===== config.mk =====
export PLATFORM = sky130hd
export DESIGN_NAME = csfp_counter
export DESIGN_NICKNAME = d
export VERILOG_FILES = /design/src/hw/csfp_pkg.sv /design/src/hw/csfp_counter.sv /design/src/hw/csfp_pulse_gen.sv
export SDC_FILE = /design/constraint.sdc
export NUM_CORES = 1
export LEC_CHECK = 0
export BUFFER_PORTS_ARGS = -buffer_cell sky130_fd_sc_hd__buf_2
export CAP_MARGIN = 0
export CELL_PAD_IN_SITES_DETAIL_PLACEMENT = 2
export CELL_PAD_IN_SITES_GLOBAL_PLACEMENT = 2
export CORE_ASPECT_RATIO = 1.75
export CORE_UTILIZATION = 38
export DETAILED_ROUTE_END_ITERATION = 10
export GPL_ROUTABILITY_DRIVEN = 0
export GPL_TIMING_DRIVEN = 0
export PLACE_DENSITY_LB_ADDON = 0.1
export RECOVER_POWER = 100
export SLEW_MARGIN = 40
export SYNTH_ARGS = -nofsm -noshare
export SYNTH_HDL_FRONTEND = slang
export SYNTH_SLANG_ARGS = --single-unit
export TNS_END_PERCENT = 30

===== constraint.sdc =====
create_clock -name sys_clk -period 10.75 [get_ports sys_clk]
set_clock_uncertainty 0.1 [all_clocks]
set_input_delay 3.225 -clock sys_clk [delete_from_list [all_inputs] [get_ports sys_clk]]
set_output_delay 3.225 -clock sys_clk [all_outputs]
set_load 0.005 [all_outputs]

===== src/hw/csfp_pkg.sv =====
// Shared constants, types and carriers for the counter measurement block.
package csfp_pkg;

  // ---------------------------------------------------------------------
  // Widths and timebase
  // ---------------------------------------------------------------------
  localparam int CSFP_COUNT_W = 32;
  localparam int CSFP_STEP_W = 4;
  localparam int CSFP_FAST_TB_MHZ = 80;
  localparam int CSFP_SYS_CLK_MHZ = 20;
  // The fast timebase is faster than sys_clk, so it is counted as a fixed number of ticks per cycle.
  localparam logic [CSFP_STEP_W-1:0] CSFP_FAST_TB_PER_CLK = CSFP_STEP_W'(CSFP_FAST_TB_MHZ / CSFP_SYS_CLK_MHZ);
  localparam logic [CSFP_STEP_W-1:0] CSFP_ONE_STEP = 4'h1;
  localparam logic [CSFP_STEP_W-1:0] CSFP_NO_STEP = 4'h0;

  // ---------------------------------------------------------------------
  // Pin positions in the synchroniser vector
  // ---------------------------------------------------------------------
  localparam int CSFP_NUM_PINS = 7;
  localparam int CSFP_PIN_SRC = 0;
  localparam int CSFP_PIN_GATE = 1;
  localparam int CSFP_PIN_TERM = 2;
  localparam int CSFP_PIN_PULSE_SRC = 3;
  localparam int CSFP_PIN_ENC_A = 4;
  localparam int CSFP_PIN_ENC_B = 5;
  localparam int CSFP_PIN_SAMPLE = 6;
  localparam logic [CSFP_NUM_PINS-1:0] CSFP_PINS_RESET = 7'h00;

  // ---------------------------------------------------------------------
  // Modes and selections
  // ---------------------------------------------------------------------
  typedef enum logic [2:0] {
    CSFP_MODE_SEMI_BUF = 3'h0,
    CSFP_MODE_PERIOD_SINGLE = 3'h1,
    CSFP_MODE_PERIOD_BUF = 3'h2,
    CSFP_MODE_PW_SINGLE = 3'h3,
    CSFP_MODE_POS_SINGLE = 3'h4,
    CSFP_MODE_POS_BUF = 3'h5
  } csfp_mode_e;

  typedef enum logic [1:0] {
    CSFP_GATE_PIN = 2'h0,
    CSFP_GATE_TERM = 2'h1,
    CSFP_GATE_PULSE = 2'h2,
    CSFP_GATE_SAMPLE = 2'h3
  } csfp_gate_sel_e;

  typedef enum logic [1:0] {
    CSFP_DEC_SINGLE_EDGE = 2'h0,
    CSFP_DEC_DOUBLE_EDGE = 2'h1,
    CSFP_DEC_QUAD_EDGE = 2'h2,
    CSFP_DEC_TWO_PULSE = 2'h3
  } csfp_decode_e;

  typedef enum logic [3:0] {
    CSFP_ST_IDLE = 4'h1,
    CSFP_ST_WAIT = 4'h2,
    CSFP_ST_COUNT = 4'h4,
    CSFP_ST_DONE = 4'h8
  } csfp_state_e;

  typedef struct packed {
    csfp_mode_e mode;
    csfp_gate_sel_e gate_sel;
    logic src_fast;
    logic src_rise;
    logic gate_rise;
    csfp_decode_e decode;
    logic pulse_src_fast;
  } csfp_cfg_s;

  localparam logic [CSFP_COUNT_W-1:0] CSFP_COUNT_ZERO = 32'h0000_0000;

endpackage


===== src/hw/csfp_counter.sv =====
// Measurement counter with semi-period, period, pulse-width and position modes.
`timescale 1ns/1ns
`default_nettype none

// Operation
// - Buffered semi-period latches the count on every measure-input edge after the first.
// - Latched values leave in capture order over the stream port.
// - After arming, counting starts only at the first active measure edge, except in position modes, which count from arming.
// - The partial interval before the first measure edge is never stored.
// - No count-input edge between measure edges stores zero.
// - Count input can select the 80 MHz fast internal timebase.
// - Period mode counts edges between two like measure edges.
// - Single pulse-width capture counts while measure input is active.
// - Measure input can come from the programmable function terminal.
// - The pulse generator makes one pulse of N periods of its own count input.
// - That pulse can feed this counter's measure input.
// - Position decodes quadrature at one, two, four edges or two-pulse.
// - Position offers on-demand readout and sample-clock buffered readout.
// - Position counting starts only after explicit arming.
// - A semi-period spans any two consecutive measure edges.
// - Single pulse-width stores at trailing edge, then ignores inputs.
module csfp_counter
  import csfp_pkg::*;
#(
  parameter int COUNT_W = CSFP_COUNT_W
) (
  input wire logic sys_clk,                              // System clock, 20 MHz
  input wire logic rst,                                  // Synchronous reset, active high
  input wire csfp_cfg_s cfg,                             // Mode and routing configuration
  input wire logic arm,                                  // Arm pulse
  input wire logic disarm,                               // Disarm pulse
  input wire logic read_req,                             // On-demand position read pulse
  input wire logic overrun_clr,                          // Clears the overrun flag
  input wire logic pulse_arm,                            // Starts the pulse generator
  input wire logic [COUNT_W-1:0] pulse_len_n,            // Pulse width in periods
  input wire logic src_pin,                              // External count input
  input wire logic gate_pin,                             // External measure input
  input wire logic programmable_function_terminal,       // Alternate measure input
  input wire logic pulse_src_pin,                        // Pulse generator count input
  input wire logic enc_a_pin,                            // Encoder channel A
  input wire logic enc_b_pin,                            // Encoder channel B
  input wire logic sample_pin,                           // Position sample clock
  input wire logic strm_ready,                           // Stream sink accepts
  output logic strm_valid,                               // Stream word valid
  output logic [COUNT_W-1:0] strm_data,                  // Stream word
  output logic overrun,                                  // Sticky overrun flag
  output logic done,                                     // Single measurement finished
  output logic pulse_out                                 // Pulse generator output
);

  // ---------------------------------------------------------------------
  // Helpers
  // ---------------------------------------------------------------------
  function automatic logic [CSFP_STEP_W-1:0] src_step(input logic fast, input logic rise_act,
                                                     input logic cur, input logic prv);
    logic hit;
    hit = rise_act ? (cur & ~prv) : (~cur & prv);
    if (fast) begin
      src_step = CSFP_FAST_TB_PER_CLK;
    end else begin
      src_step = hit ? CSFP_ONE_STEP : CSFP_NO_STEP;
    end
  endfunction

  function automatic logic signed [2:0] enc_delta(input csfp_decode_e dec, input logic a, input logic b,
                                                 input logic ar, input logic af, input logic br,
                                                 input logic bf);
    logic signed [2:0] d;
    d = 3'sh0;
    case (dec)
      CSFP_DEC_SINGLE_EDGE: begin
        if (ar & ~b) d = 3'sh1;
        else if (af & ~b) d = -3'sh1;
      end
      CSFP_DEC_DOUBLE_EDGE: begin
        if (ar) d = b ? -3'sh1 : 3'sh1;
        else if (af) d = b ? 3'sh1 : -3'sh1;
      end
      CSFP_DEC_QUAD_EDGE: begin
        if (ar) d = d + (b ? -3'sh1 : 3'sh1);
        if (af) d = d + (b ? 3'sh1 : -3'sh1);
        if (br) d = d + (a ? 3'sh1 : -3'sh1);
        if (bf) d = d + (a ? -3'sh1 : 3'sh1);
      end
      CSFP_DEC_TWO_PULSE: begin
        d = (ar ? 3'sh1 : 3'sh0) - (br ? 3'sh1 : 3'sh0);
      end
      default: d = 3'sh0;
    endcase
    enc_delta = d;
  endfunction

  // ---------------------------------------------------------------------
  // Pin synchronisers
  // ---------------------------------------------------------------------
  logic [CSFP_NUM_PINS-1:0] meta_ff;
  logic [CSFP_NUM_PINS-1:0] sync_ff;
  logic [CSFP_NUM_PINS-1:0] prev_ff;
  logic [CSFP_NUM_PINS-1:0] pins;

  assign pins = {sample_pin, enc_b_pin, enc_a_pin, pulse_src_pin, programmable_function_terminal,
                 gate_pin, src_pin};

  always_ff @(posedge sys_clk) begin
    if (rst) begin
      meta_ff <= CSFP_PINS_RESET;
      sync_ff <= CSFP_PINS_RESET;
      prev_ff <= CSFP_PINS_RESET;
    end else begin
      meta_ff <= pins;
      sync_ff <= meta_ff;
      prev_ff <= sync_ff;
    end
  end

  // ---------------------------------------------------------------------
  // Count input, pulse generator and measure input routing
  // ---------------------------------------------------------------------
  logic [CSFP_STEP_W-1:0] step;
  logic [CSFP_STEP_W-1:0] pulse_step;
  logic gate_cur;
  logic gate_prv_ff;
  logic g_rise;
  logic g_fall;
  logic g_lead;
  logic g_trail;
  logic g_any;

  assign step = src_step(cfg.src_fast, cfg.src_rise, sync_ff[CSFP_PIN_SRC], prev_ff[CSFP_PIN_SRC]);
  assign pulse_step = src_step(cfg.pulse_src_fast, cfg.src_rise, sync_ff[CSFP_PIN_PULSE_SRC],
                               prev_ff[CSFP_PIN_PULSE_SRC]);

  csfp_pulse_gen #(
    .COUNT_W(COUNT_W)
  ) u_pulse_gen (
    .sys_clk(sys_clk),
    .rst(rst),
    .arm(pulse_arm),
    .len_n(pulse_len_n),
    .step(pulse_step),
    .pulse(pulse_out)
  );

  // The internal pulse is already on sys_clk, so it is routed without a synchroniser.
  always_comb begin
    case (cfg.gate_sel)
      CSFP_GATE_PIN: gate_cur = sync_ff[CSFP_PIN_GATE];
      CSFP_GATE_TERM: gate_cur = sync_ff[CSFP_PIN_TERM];
      CSFP_GATE_PULSE: gate_cur = pulse_out;
      CSFP_GATE_SAMPLE: gate_cur = sync_ff[CSFP_PIN_SAMPLE];
      default: gate_cur = 1'b0;
    endcase
  end

  always_ff @(posedge sys_clk) begin
    if (rst) begin
      gate_prv_ff <= 1'b0;
    end else begin
      gate_prv_ff <= gate_cur;
    end
  end

  assign g_rise = gate_cur & ~gate_prv_ff;
  assign g_fall = ~gate_cur & gate_prv_ff;
  assign g_lead = cfg.gate_rise ? g_rise : g_fall;
  assign g_trail = cfg.gate_rise ? g_fall : g_rise;
  assign g_any = g_rise | g_fall;

  // ---------------------------------------------------------------------
  // Measurement state machine
  // ---------------------------------------------------------------------
  csfp_state_e state_ff;
  csfp_state_e nxt_state;
  logic [COUNT_W-1:0] cnt_ff;
  logic [COUNT_W-1:0] nxt_cnt;
  logic [COUNT_W-1:0] latch_val;
  logic latch;
  logic is_pos;
  logic is_single;
  logic start_edge;
  logic stop_edge;
  logic signed [2:0] delta;

  assign is_pos = (cfg.mode == CSFP_MODE_POS_SINGLE) || (cfg.mode == CSFP_MODE_POS_BUF);
  assign is_single = (cfg.mode == CSFP_MODE_PERIOD_SINGLE) || (cfg.mode == CSFP_MODE_PW_SINGLE);
  assign delta = enc_delta(cfg.decode, sync_ff[CSFP_PIN_ENC_A], sync_ff[CSFP_PIN_ENC_B],
                           sync_ff[CSFP_PIN_ENC_A] & ~prev_ff[CSFP_PIN_ENC_A],
                           ~sync_ff[CSFP_PIN_ENC_A] & prev_ff[CSFP_PIN_ENC_A],
                           sync_ff[CSFP_PIN_ENC_B] & ~prev_ff[CSFP_PIN_ENC_B],
                           ~sync_ff[CSFP_PIN_ENC_B] & prev_ff[CSFP_PIN_ENC_B]);

  always_comb begin
    case (cfg.mode)
      CSFP_MODE_SEMI_BUF: begin
        start_edge = g_any;
        stop_edge = g_any;
      end
      CSFP_MODE_PERIOD_SINGLE, CSFP_MODE_PERIOD_BUF: begin
        start_edge = g_lead;
        stop_edge = g_lead;
      end
      CSFP_MODE_PW_SINGLE: begin
        start_edge = g_lead;
        stop_edge = g_trail;
      end
      default: begin
        start_edge = 1'b0;
        stop_edge = 1'b0;
      end
    endcase
  end

  always_comb begin
    nxt_state = state_ff;
    nxt_cnt = cnt_ff;
    latch = 1'b0;
    latch_val = cnt_ff;
    case (state_ff)
      CSFP_ST_IDLE: begin
        nxt_cnt = CSFP_COUNT_ZERO;
        if (arm) begin
          nxt_state = is_pos ? CSFP_ST_COUNT : CSFP_ST_WAIT;
        end
      end
      CSFP_ST_WAIT: begin
        nxt_cnt = CSFP_COUNT_ZERO;
        if (start_edge) begin
          nxt_state = CSFP_ST_COUNT;
        end
      end
      CSFP_ST_COUNT: begin
        if (is_pos) begin
          nxt_cnt = cnt_ff + COUNT_W'(delta);
          latch = (cfg.mode == CSFP_MODE_POS_SINGLE) ? read_req : g_lead;
        end else if (stop_edge) begin
          latch = 1'b1;
          nxt_cnt = COUNT_W'(step);
          if (is_single) begin
            nxt_state = CSFP_ST_DONE;
          end
        end else begin
          nxt_cnt = cnt_ff + COUNT_W'(step);
        end
      end
      CSFP_ST_DONE: begin
        nxt_cnt = cnt_ff;
      end
      default: begin
        nxt_state = CSFP_ST_IDLE;
        nxt_cnt = CSFP_COUNT_ZERO;
      end
    endcase
    if (disarm) begin
      nxt_state = CSFP_ST_IDLE;
      nxt_cnt = CSFP_COUNT_ZERO;
      latch = 1'b0;
    end else if (arm && state_ff != CSFP_ST_IDLE) begin
      nxt_state = is_pos ? CSFP_ST_COUNT : CSFP_ST_WAIT;
      nxt_cnt = CSFP_COUNT_ZERO;
      latch = 1'b0;
    end
  end

  always_ff @(posedge sys_clk) begin
    if (rst) begin
      state_ff <= CSFP_ST_IDLE;
      cnt_ff <= CSFP_COUNT_ZERO;
    end else begin
      state_ff <= nxt_state;
      cnt_ff <= nxt_cnt;
    end
  end

  // ---------------------------------------------------------------------
  // Completion flag
  // ---------------------------------------------------------------------
  logic done_ff;

  always_ff @(posedge sys_clk) begin
    if (rst) begin
      done_ff <= 1'b0;
    end else begin
      done_ff <= (nxt_state == CSFP_ST_DONE);
    end
  end

  // ---------------------------------------------------------------------
  // Save register and stream output
  // ---------------------------------------------------------------------
  logic strm_valid_ff;
  logic [COUNT_W-1:0] strm_data_ff;
  logic overrun_ff;

  // A value that finds the save register still full is dropped, so stored values never reorder.
  // in-order stream hand-off
  always_ff @(posedge sys_clk) begin
    if (rst) begin
      strm_valid_ff <= 1'b0;
      strm_data_ff <= CSFP_COUNT_ZERO;
    end else if (latch && (!strm_valid_ff || strm_ready)) begin
      strm_valid_ff <= 1'b1;
      strm_data_ff <= latch_val;
    end else if (strm_ready) begin
      strm_valid_ff <= 1'b0;
    end
  end

  always_ff @(posedge sys_clk) begin
    if (rst) begin
      overrun_ff <= 1'b0;
    end else if (latch && strm_valid_ff && !strm_ready) begin
      overrun_ff <= 1'b1;
    end else if (overrun_clr) begin
      overrun_ff <= 1'b0;
    end
  end

  assign strm_valid = strm_valid_ff;
  assign strm_data = strm_data_ff;
  assign overrun = overrun_ff;
  assign done = done_ff;

endmodule

`default_nettype wire


===== src/hw/csfp_pulse_gen.sv =====
// Single pulse generator whose width is a programmed number of source periods.
`timescale 1ns/1ns
`default_nettype none

module csfp_pulse_gen
  import csfp_pkg::*;
#(
  parameter int COUNT_W = CSFP_COUNT_W
) (
  input wire logic sys_clk,                  // System clock
  input wire logic rst,                      // Synchronous reset, active high
  input wire logic arm,                      // Start one pulse
  input wire logic [COUNT_W-1:0] len_n,      // Pulse width in source periods
  input wire logic [CSFP_STEP_W-1:0] step,   // Source periods seen this cycle
  output logic pulse                         // Pulse output
);

  logic pulse_ff;
  logic [COUNT_W:0] acc_ff;
  logic [COUNT_W:0] nxt_acc;

  assign nxt_acc = acc_ff + (COUNT_W + 1)'(step);
  assign pulse = pulse_ff;

  // ---------------------------------------------------------------------
  // Pulse timing
  // ---------------------------------------------------------------------
  // N period pulse
  always_ff @(posedge sys_clk) begin
    if (rst) begin
      pulse_ff <= 1'b0;
      acc_ff <= '0;
    end else if (arm) begin
      pulse_ff <= (len_n != '0);
      acc_ff <= '0;
    end else if (pulse_ff) begin
      acc_ff <= nxt_acc;
      if (nxt_acc >= {1'b0, len_n}) begin
        pulse_ff <= 1'b0;
      end
    end
  end

endmodule

`default_nettype wire


==> results of run 1 <==
==> power groups by stage <==
| stage | Sequential [mW] | Clock, mW | Combinational, mW |
|---|---|---|---|
| floorplan | 0.475 | 0 | 0.0730 |
| global placement | 0.476 | 0 | 0.117 |
| detailed placement | 0.476 | 0 | 0.123 |
| CTS | 0.466 | 0.600 | 0.124 |
| global route | 0.466 | 0.621 | 0.134 |
| finish | 0.466 | 0.592 | 0.122 |
==> registers in the layout, summed over array words and instances (netlist names), 4 cells and up <==
register	cells
u_pulse_gen.acc_ff	33
sync_ff	7
state_ff	4
cnt_ff	32
meta_ff	7
prev_ff	4
strm_data	32
==> synth_stat cells, types with 8 or more instances <==
cell,instances
inv_1,54
dfxtp_1,124
nor3_1,19
mux2i_1,10
a21oi_1,100
nor2_1,109
nor2b_1,26
a22oi_1,15
a31oi_1,17
nor4_1,13
clkbuf_1,46
o22ai_1,11
or3_1,10
nand3b_1,8
a211oi_1,10
nand4_1,27
xor2_1,54
ha_1,82
xnor2_1,49
o21ai_0,36
a21o_1,27
and3_1,15
nand2_1,150
nand3_1,45
==> stage by stage <==
stage	instance area, sq um	hold WS [ns]	worst slack, ns
floorplan	8961	0.3138	3.379
global placement	9797	0.3156	1.445
detailed placement	9819	0.3277	2.534
CTS	10410	0.3481	2.954
global route	10330	0.3565	1.707
finish	10330	0.3442	1.957
==> cell type report <==
cell class,instances,area [sq um]
antenna,3,7.507
buffer,56,222.7
clock buffer,21,470.5
clock inverter,11,117.6
fill,2783,12910
inverter,54,202.7
multi-input combinational,928,6021
sequential,124,2482
tap,304,380.4
timing repair buffer,92,426.7
==> worst paths after layout <==
path,startpoint,endpoint
worst max-delay path,cfg[2],cnt_ff[23]
worst min-delay path,meta_ff[0],sync_ff[0]
worst max register to register,sync_ff[4],cnt_ff[23]
worst min register to register,meta_ff[0],sync_ff[0]
==> layer usage <==
layer | share of wire [%] | vias to the layer above | GRT usage, %
met4 | 6.2 | 0 | 20.74
li1 | - | 4335 | -
met1 | 34 | 4517 | 25.78
met2 | 57 | 170 | 60.36
met5 | 0 | - | 0
met3 | 2.6 | 92 | 4.427
==> cells by family after synthesis <==
kind of cell    after synthesis
simple gates                461
compound gates              268
flops                       124
buf+inv                     110
xor+xnor                    103
fa+ha+maj                    84
mux                          12
==> impl_metrics.ini, run 1 <==
[outcome]
status = finished with violations
violations = max-capacitance violations, max-slew violations

[drt]
drc = 0
dr.pass1.iters = 4
via_per_inst = 5.721
ant_nets = 0
vias = 9114
drtIter0Drc = 222
wl_per_cell_microns = 21.71
wl_microns = 34580

[power]
pwr-share-comb_pct = 10.3
peakVddDrop_mv = 0.09032
switching_share_pct = 26.86
power.density_nw_per_um2 = 114.2
leakage_nw = 4.259
pwr-share-clk_pct = 50.2
p_total_mw = 1.180
p_sw_mw = 0.3168
p_int_mw = 0.8628
seqPwrFrac_pct = 39.5

[cts]
htreeDepth = 4
cts_sinks = 124
numCtsBuffers = 17
cts_buffer_depth = 2
cts.repair.resized = 0
insertion_delay_ns = 0.45
holdBufCountCts = 0
post_cts_buffers = 0
clk_pin_slew_ns = 0.06
cts-root-buf = clkbuf_16
cts_tree = built

[timing]
setup_viol = 0
slew_viol_final = 20
slew_headroom_pct = -2.261
grt_setup_unrepaired = no
tightest_slew_ns = 1.528
period_minus_slack_ns = 8.793
min_period_over_period_pct = 81.79
setup_tns_ns = 0
fmax_mhz = 113.7
hold_violations = 0

[layout]
layout_common_cells = nand2_1, dfxtp_1, nor2_1, a21oi_1, ha_1
final_core_util_pct = 44.45
instances_no_fill = 1593
final_common_cell = nand2_1
nets = 1415
drive_above_1_share_pct = 9.487
area_growth_pct = 15.29

[critical_path]
ff2ff_path_depth = 22
critPathKind = input port to register
crit_arrival_ns = 9.00
worstPathRequired_ns = 10.96
worst-path-buf-inv = 3
cp.depth = 15
cp_top_family = simple AND/OR/NAND/NOR gates
crit_path_max_incr_delay_ns = 1.13
critical_path.most_common_cell = clkbuf_1
crit_path_max_fanout = 19
start_kind = input port
r2r_slack_ns = 2.80
path_cells = clkbuf_1, nor2b_1, a21oi_1, nor2_1, clkbuf_1, ha_1, clkbuf_1, nand3_1, nor3_1, o211ai_1, a31oi_1, xnor2_1, o22ai_1, a22oi_1, nor2_1
crit_path_end_kind = register
crit_path_top_delay_cell = nor2_1

[floorplan]
num_rows = 74
die_h_microns = 205.1
core-area_sq_um = 23240
die_area_sq_um = 24220
die-width_microns = 118.1
io_pins = 94
start_util_pct = 38.56

[yosys]
synthMuxAreaShare_pct = 1.494
synth_top_family_by_area = simple AND/OR/NAND/NOR gates
synth-edff-count = 0
yosys-top-cells-area = dfxtp_1, ha_1, nand2_1
ys_types = 66
synthSimpleGateAreaFrac_pct = 25.20
synthArstFlopShare_pct = 0
synthXorXnorAreaFrac_pct = 10.07
synth_fa_ha_area_share_pct = 11.90
synth-seq-cells = 124
synth_compound_area_share_pct = 18.85
synthesis.area_sq_um = 8961
synth_top_area_share_pct = 27.70
syn_avg_cell_area_sq_um = 7.712
synthFlopType = dfxtp_1
synth_warnings = 0
ys_seq_area_share_pct = 27.70
yosys.area.top_type = dfxtp_1
syn-num-nets = 1304
synth_cells = 1162

[global_route]
antenna_found_initial = 3
grt_pass1_vias = 10130
grt_usage_pct = 29.61
gr-total-overflow = 0
grt_max_degree = 20
grt_pass1_wl_microns = 54410

[placed_design]
numPlacedInstances = 1558
dpl.hpwl_microns = 27380
port_buffers = 91

[min_path]
hold_path.class = register to register
hold_path_depth = 1

[run]
drv_cap = 1
Power figures use the tool's default switching activity.
==> inputs of run 2 (changes only) <==
--- a/config.mk
+++ b/config.mk
@@ -10,7 +10,7 @@
 export CELL_PAD_IN_SITES_DETAIL_PLACEMENT = 2
 export CELL_PAD_IN_SITES_GLOBAL_PLACEMENT = 2
 export CORE_ASPECT_RATIO = 1.75
-export CORE_UTILIZATION = 38
+export CORE_UTILIZATION = 32
 export DETAILED_ROUTE_END_ITERATION = 10
 export GPL_ROUTABILITY_DRIVEN = 0
 export GPL_TIMING_DRIVEN = 0
==> constraint.sdc (replaced) <==
create_clock -name sys_clk -period 7.2 [get_ports sys_clk]
set_clock_uncertainty 0.1 [all_clocks]
set_input_delay 2.16 -clock sys_clk [delete_from_list [all_inputs] [get_ports sys_clk]]
set_output_delay 2.16 -clock sys_clk [all_outputs]
set_load 0.005 [all_outputs]
==> impl_metrics.ini, run 2 (same netlist as run 1, synthesis figures left out) <==
[outcome]
status = finished clean

[floorplan]
die_area_sq_um = 28700
num_rows = 80
die-width_microns = 128.5
core-area_sq_um = 27430
die_h_microns = 223.4
io_pins = 94
start_util_pct = 32.67

[cts]
numCtsBuffers = 17
cts-root-buf = clkbuf_16
cts_buffer_depth = 2
htreeDepth = 4
clk_pin_slew_ns = 0.06
holdBufCountCts = 0
cts_sinks = 124
insertion_delay_ns = 0.45
cts.repair.resized = 0
post_cts_buffers = 0
cts_tree = built

[layout]
multiInputGateArea_sq_um = 6057
instances_no_fill = 1658
nets = 1415
largest_reg_flops = 33
final_common_cell = nand2_1
drive_above_1_share_pct = 10.26
final.fill_count = 3343
area_growth_pct = 16.63
layout_common_cells = nand2_1, dfxtp_1, nor2_1, a21oi_1, ha_1
largest-register = u_pulse_gen.acc_ff
seqCellArea_sq_um = 2482

[power]
p_total_mw = 1.746
power.density_nw_per_um2 = 167.1
leakage_nw = 4.314
peakVddDrop_mv = 0.1680

[critical_path]
worst-path-buf-inv = 1
cp_top_family = compound AO/OA/AOI/OAI gates
critPathKind = input port to register
r2r-start = sync_ff[4]
crit_path_max_fanout = 8
start_kind = input port
crit_arrival_ns = 6.76
crit_path_end_kind = register
startpoint = cfg[4]
worstPathRequired_ns = 7.47
crit_path_top_delay_cell = nor2_1
critical_path.most_common_cell = a21o_1
path_cells = clkbuf_1, or3b_2, a21oi_1, ha_1, ha_1, a21oi_1, nand3b_1, nor2_1, nand3_1, xnor2_1, ha_1, a21o_1, a21o_1, a21o_1, a21o_1, a2111oi_0, o221ai_1, a211o_1, a21oi_1
crit_path_max_incr_delay_ns = 0.67

[global_route]
grt_pass1_wl_microns = 54470
antenna_found_initial = 3
grt_usage_pct = 25.46
grt_max_degree = 21
grt_pass1_vias = 9971
gr-total-overflow = 0

[drt]
drc = 0
drtIter0Drc = 196
via_per_inst = 5.425
wl_microns = 34660
wl_per_cell_microns = 20.90
dr.pass1.iters = 4
vias = 8994
ant_nets = 0

[timing]
min_period_over_period_pct = 90.06
setup_viol = 0
period_minus_slack_ns = 6.485
slew_viol_final = 0
fmax_mhz = 154.2
tightest_slew_ns = 1.151
hold_violations = 0
slew_headroom_pct = 22.47
grt_setup_unrepaired = no

[placed_design]
port_buffers = 91
numPlacedInstances = 1623
dpl.hpwl_microns = 27910

[run]
drv_cap = 0

[min_path]
hold_path.class = register to register
holdCritStartpoint = meta_ff[5]
-- run 2: power breakdown --
group,switching (mW),total [mW],leakage (nW),internal (mW)
clock,0.351,0.867,0.269,0.516
combinational,0.119,0.183,3.04,0.0639
sequential,0.00372,0.696,1.00,0.692
-- run 2: through the flow --
step           worst slack [ns]  hold WS [ns]  util [%]  setup TNS (ns)  instance area (sq um)
6_report                 0.7155        0.3407     38.11               0                  10450
5_1_grt                  0.3462        0.3581     38.09               0                  10450
4_1_cts                  0.6511        0.3469     38.18               0                  10470
3_5_place_dp             0.2226        0.3333     36.11               0                   9903
3_3_place_gp             -1.174        0.3198     36.02          -13.23                   9878
2_1_floorplan            0.8942        0.3138         -               0                   8961
-- run 2: worst paths after layout --
kind	end	slack, ns	cells after the start
hold reg to reg	sync_ff[5]	0.34	1
setup reg to reg	cnt_ff[23]	0.77	22
hold / removal	sync_ff[5]	0.34	1
setup / recovery	u_pulse_gen.pulse	0.72	19
-- run 2: layout make-up --
type                            instances  share of cell area, %
Multi-Input combinational cell        928                  57.96
Sequential cell                       124                  23.75
Tap cell                              369                  4.418
Clock buffer                           21                  4.310
Timing Repair Buffer                   92                  4.286
Buffer                                 56                  2.131
Inverter                               54                  1.939
Clock inverter                         11                  1.137
Antenna cell                            3                0.07183
-- run 2: metal layers --
metal | GRT usage (%) | wire [microns]
met5 | 0 | 9
met4 | 11.08 | 1324
met3 | 4.197 | 895
met2 | 53.62 | 20530
met1 | 22.40 | 11900
-- run 2: worst register-to-register path, cell delays in order, from the launching register on --
cell      delay [ns]
dfxtp_1         0.54
inv_1           0.12
ha_1            0.43
xor2_1          0.17
nand2_1         0.08
xnor2_1         0.18
fa_1            0.41
xnor2_1         0.15
o22ai_1         0.24
xor2_1          0.17
a21oi_1         0.11
nor2_4          0.49
buf_8           0.28
ha_1            0.15
clkbuf_1        0.26
nand3_1         0.18
nor3_1          0.63
o211ai_1        0.51
a31oi_1         0.46
xnor2_1         0.26
o22ai_1         0.14
a22oi_1         0.18
nor2_1          0.05
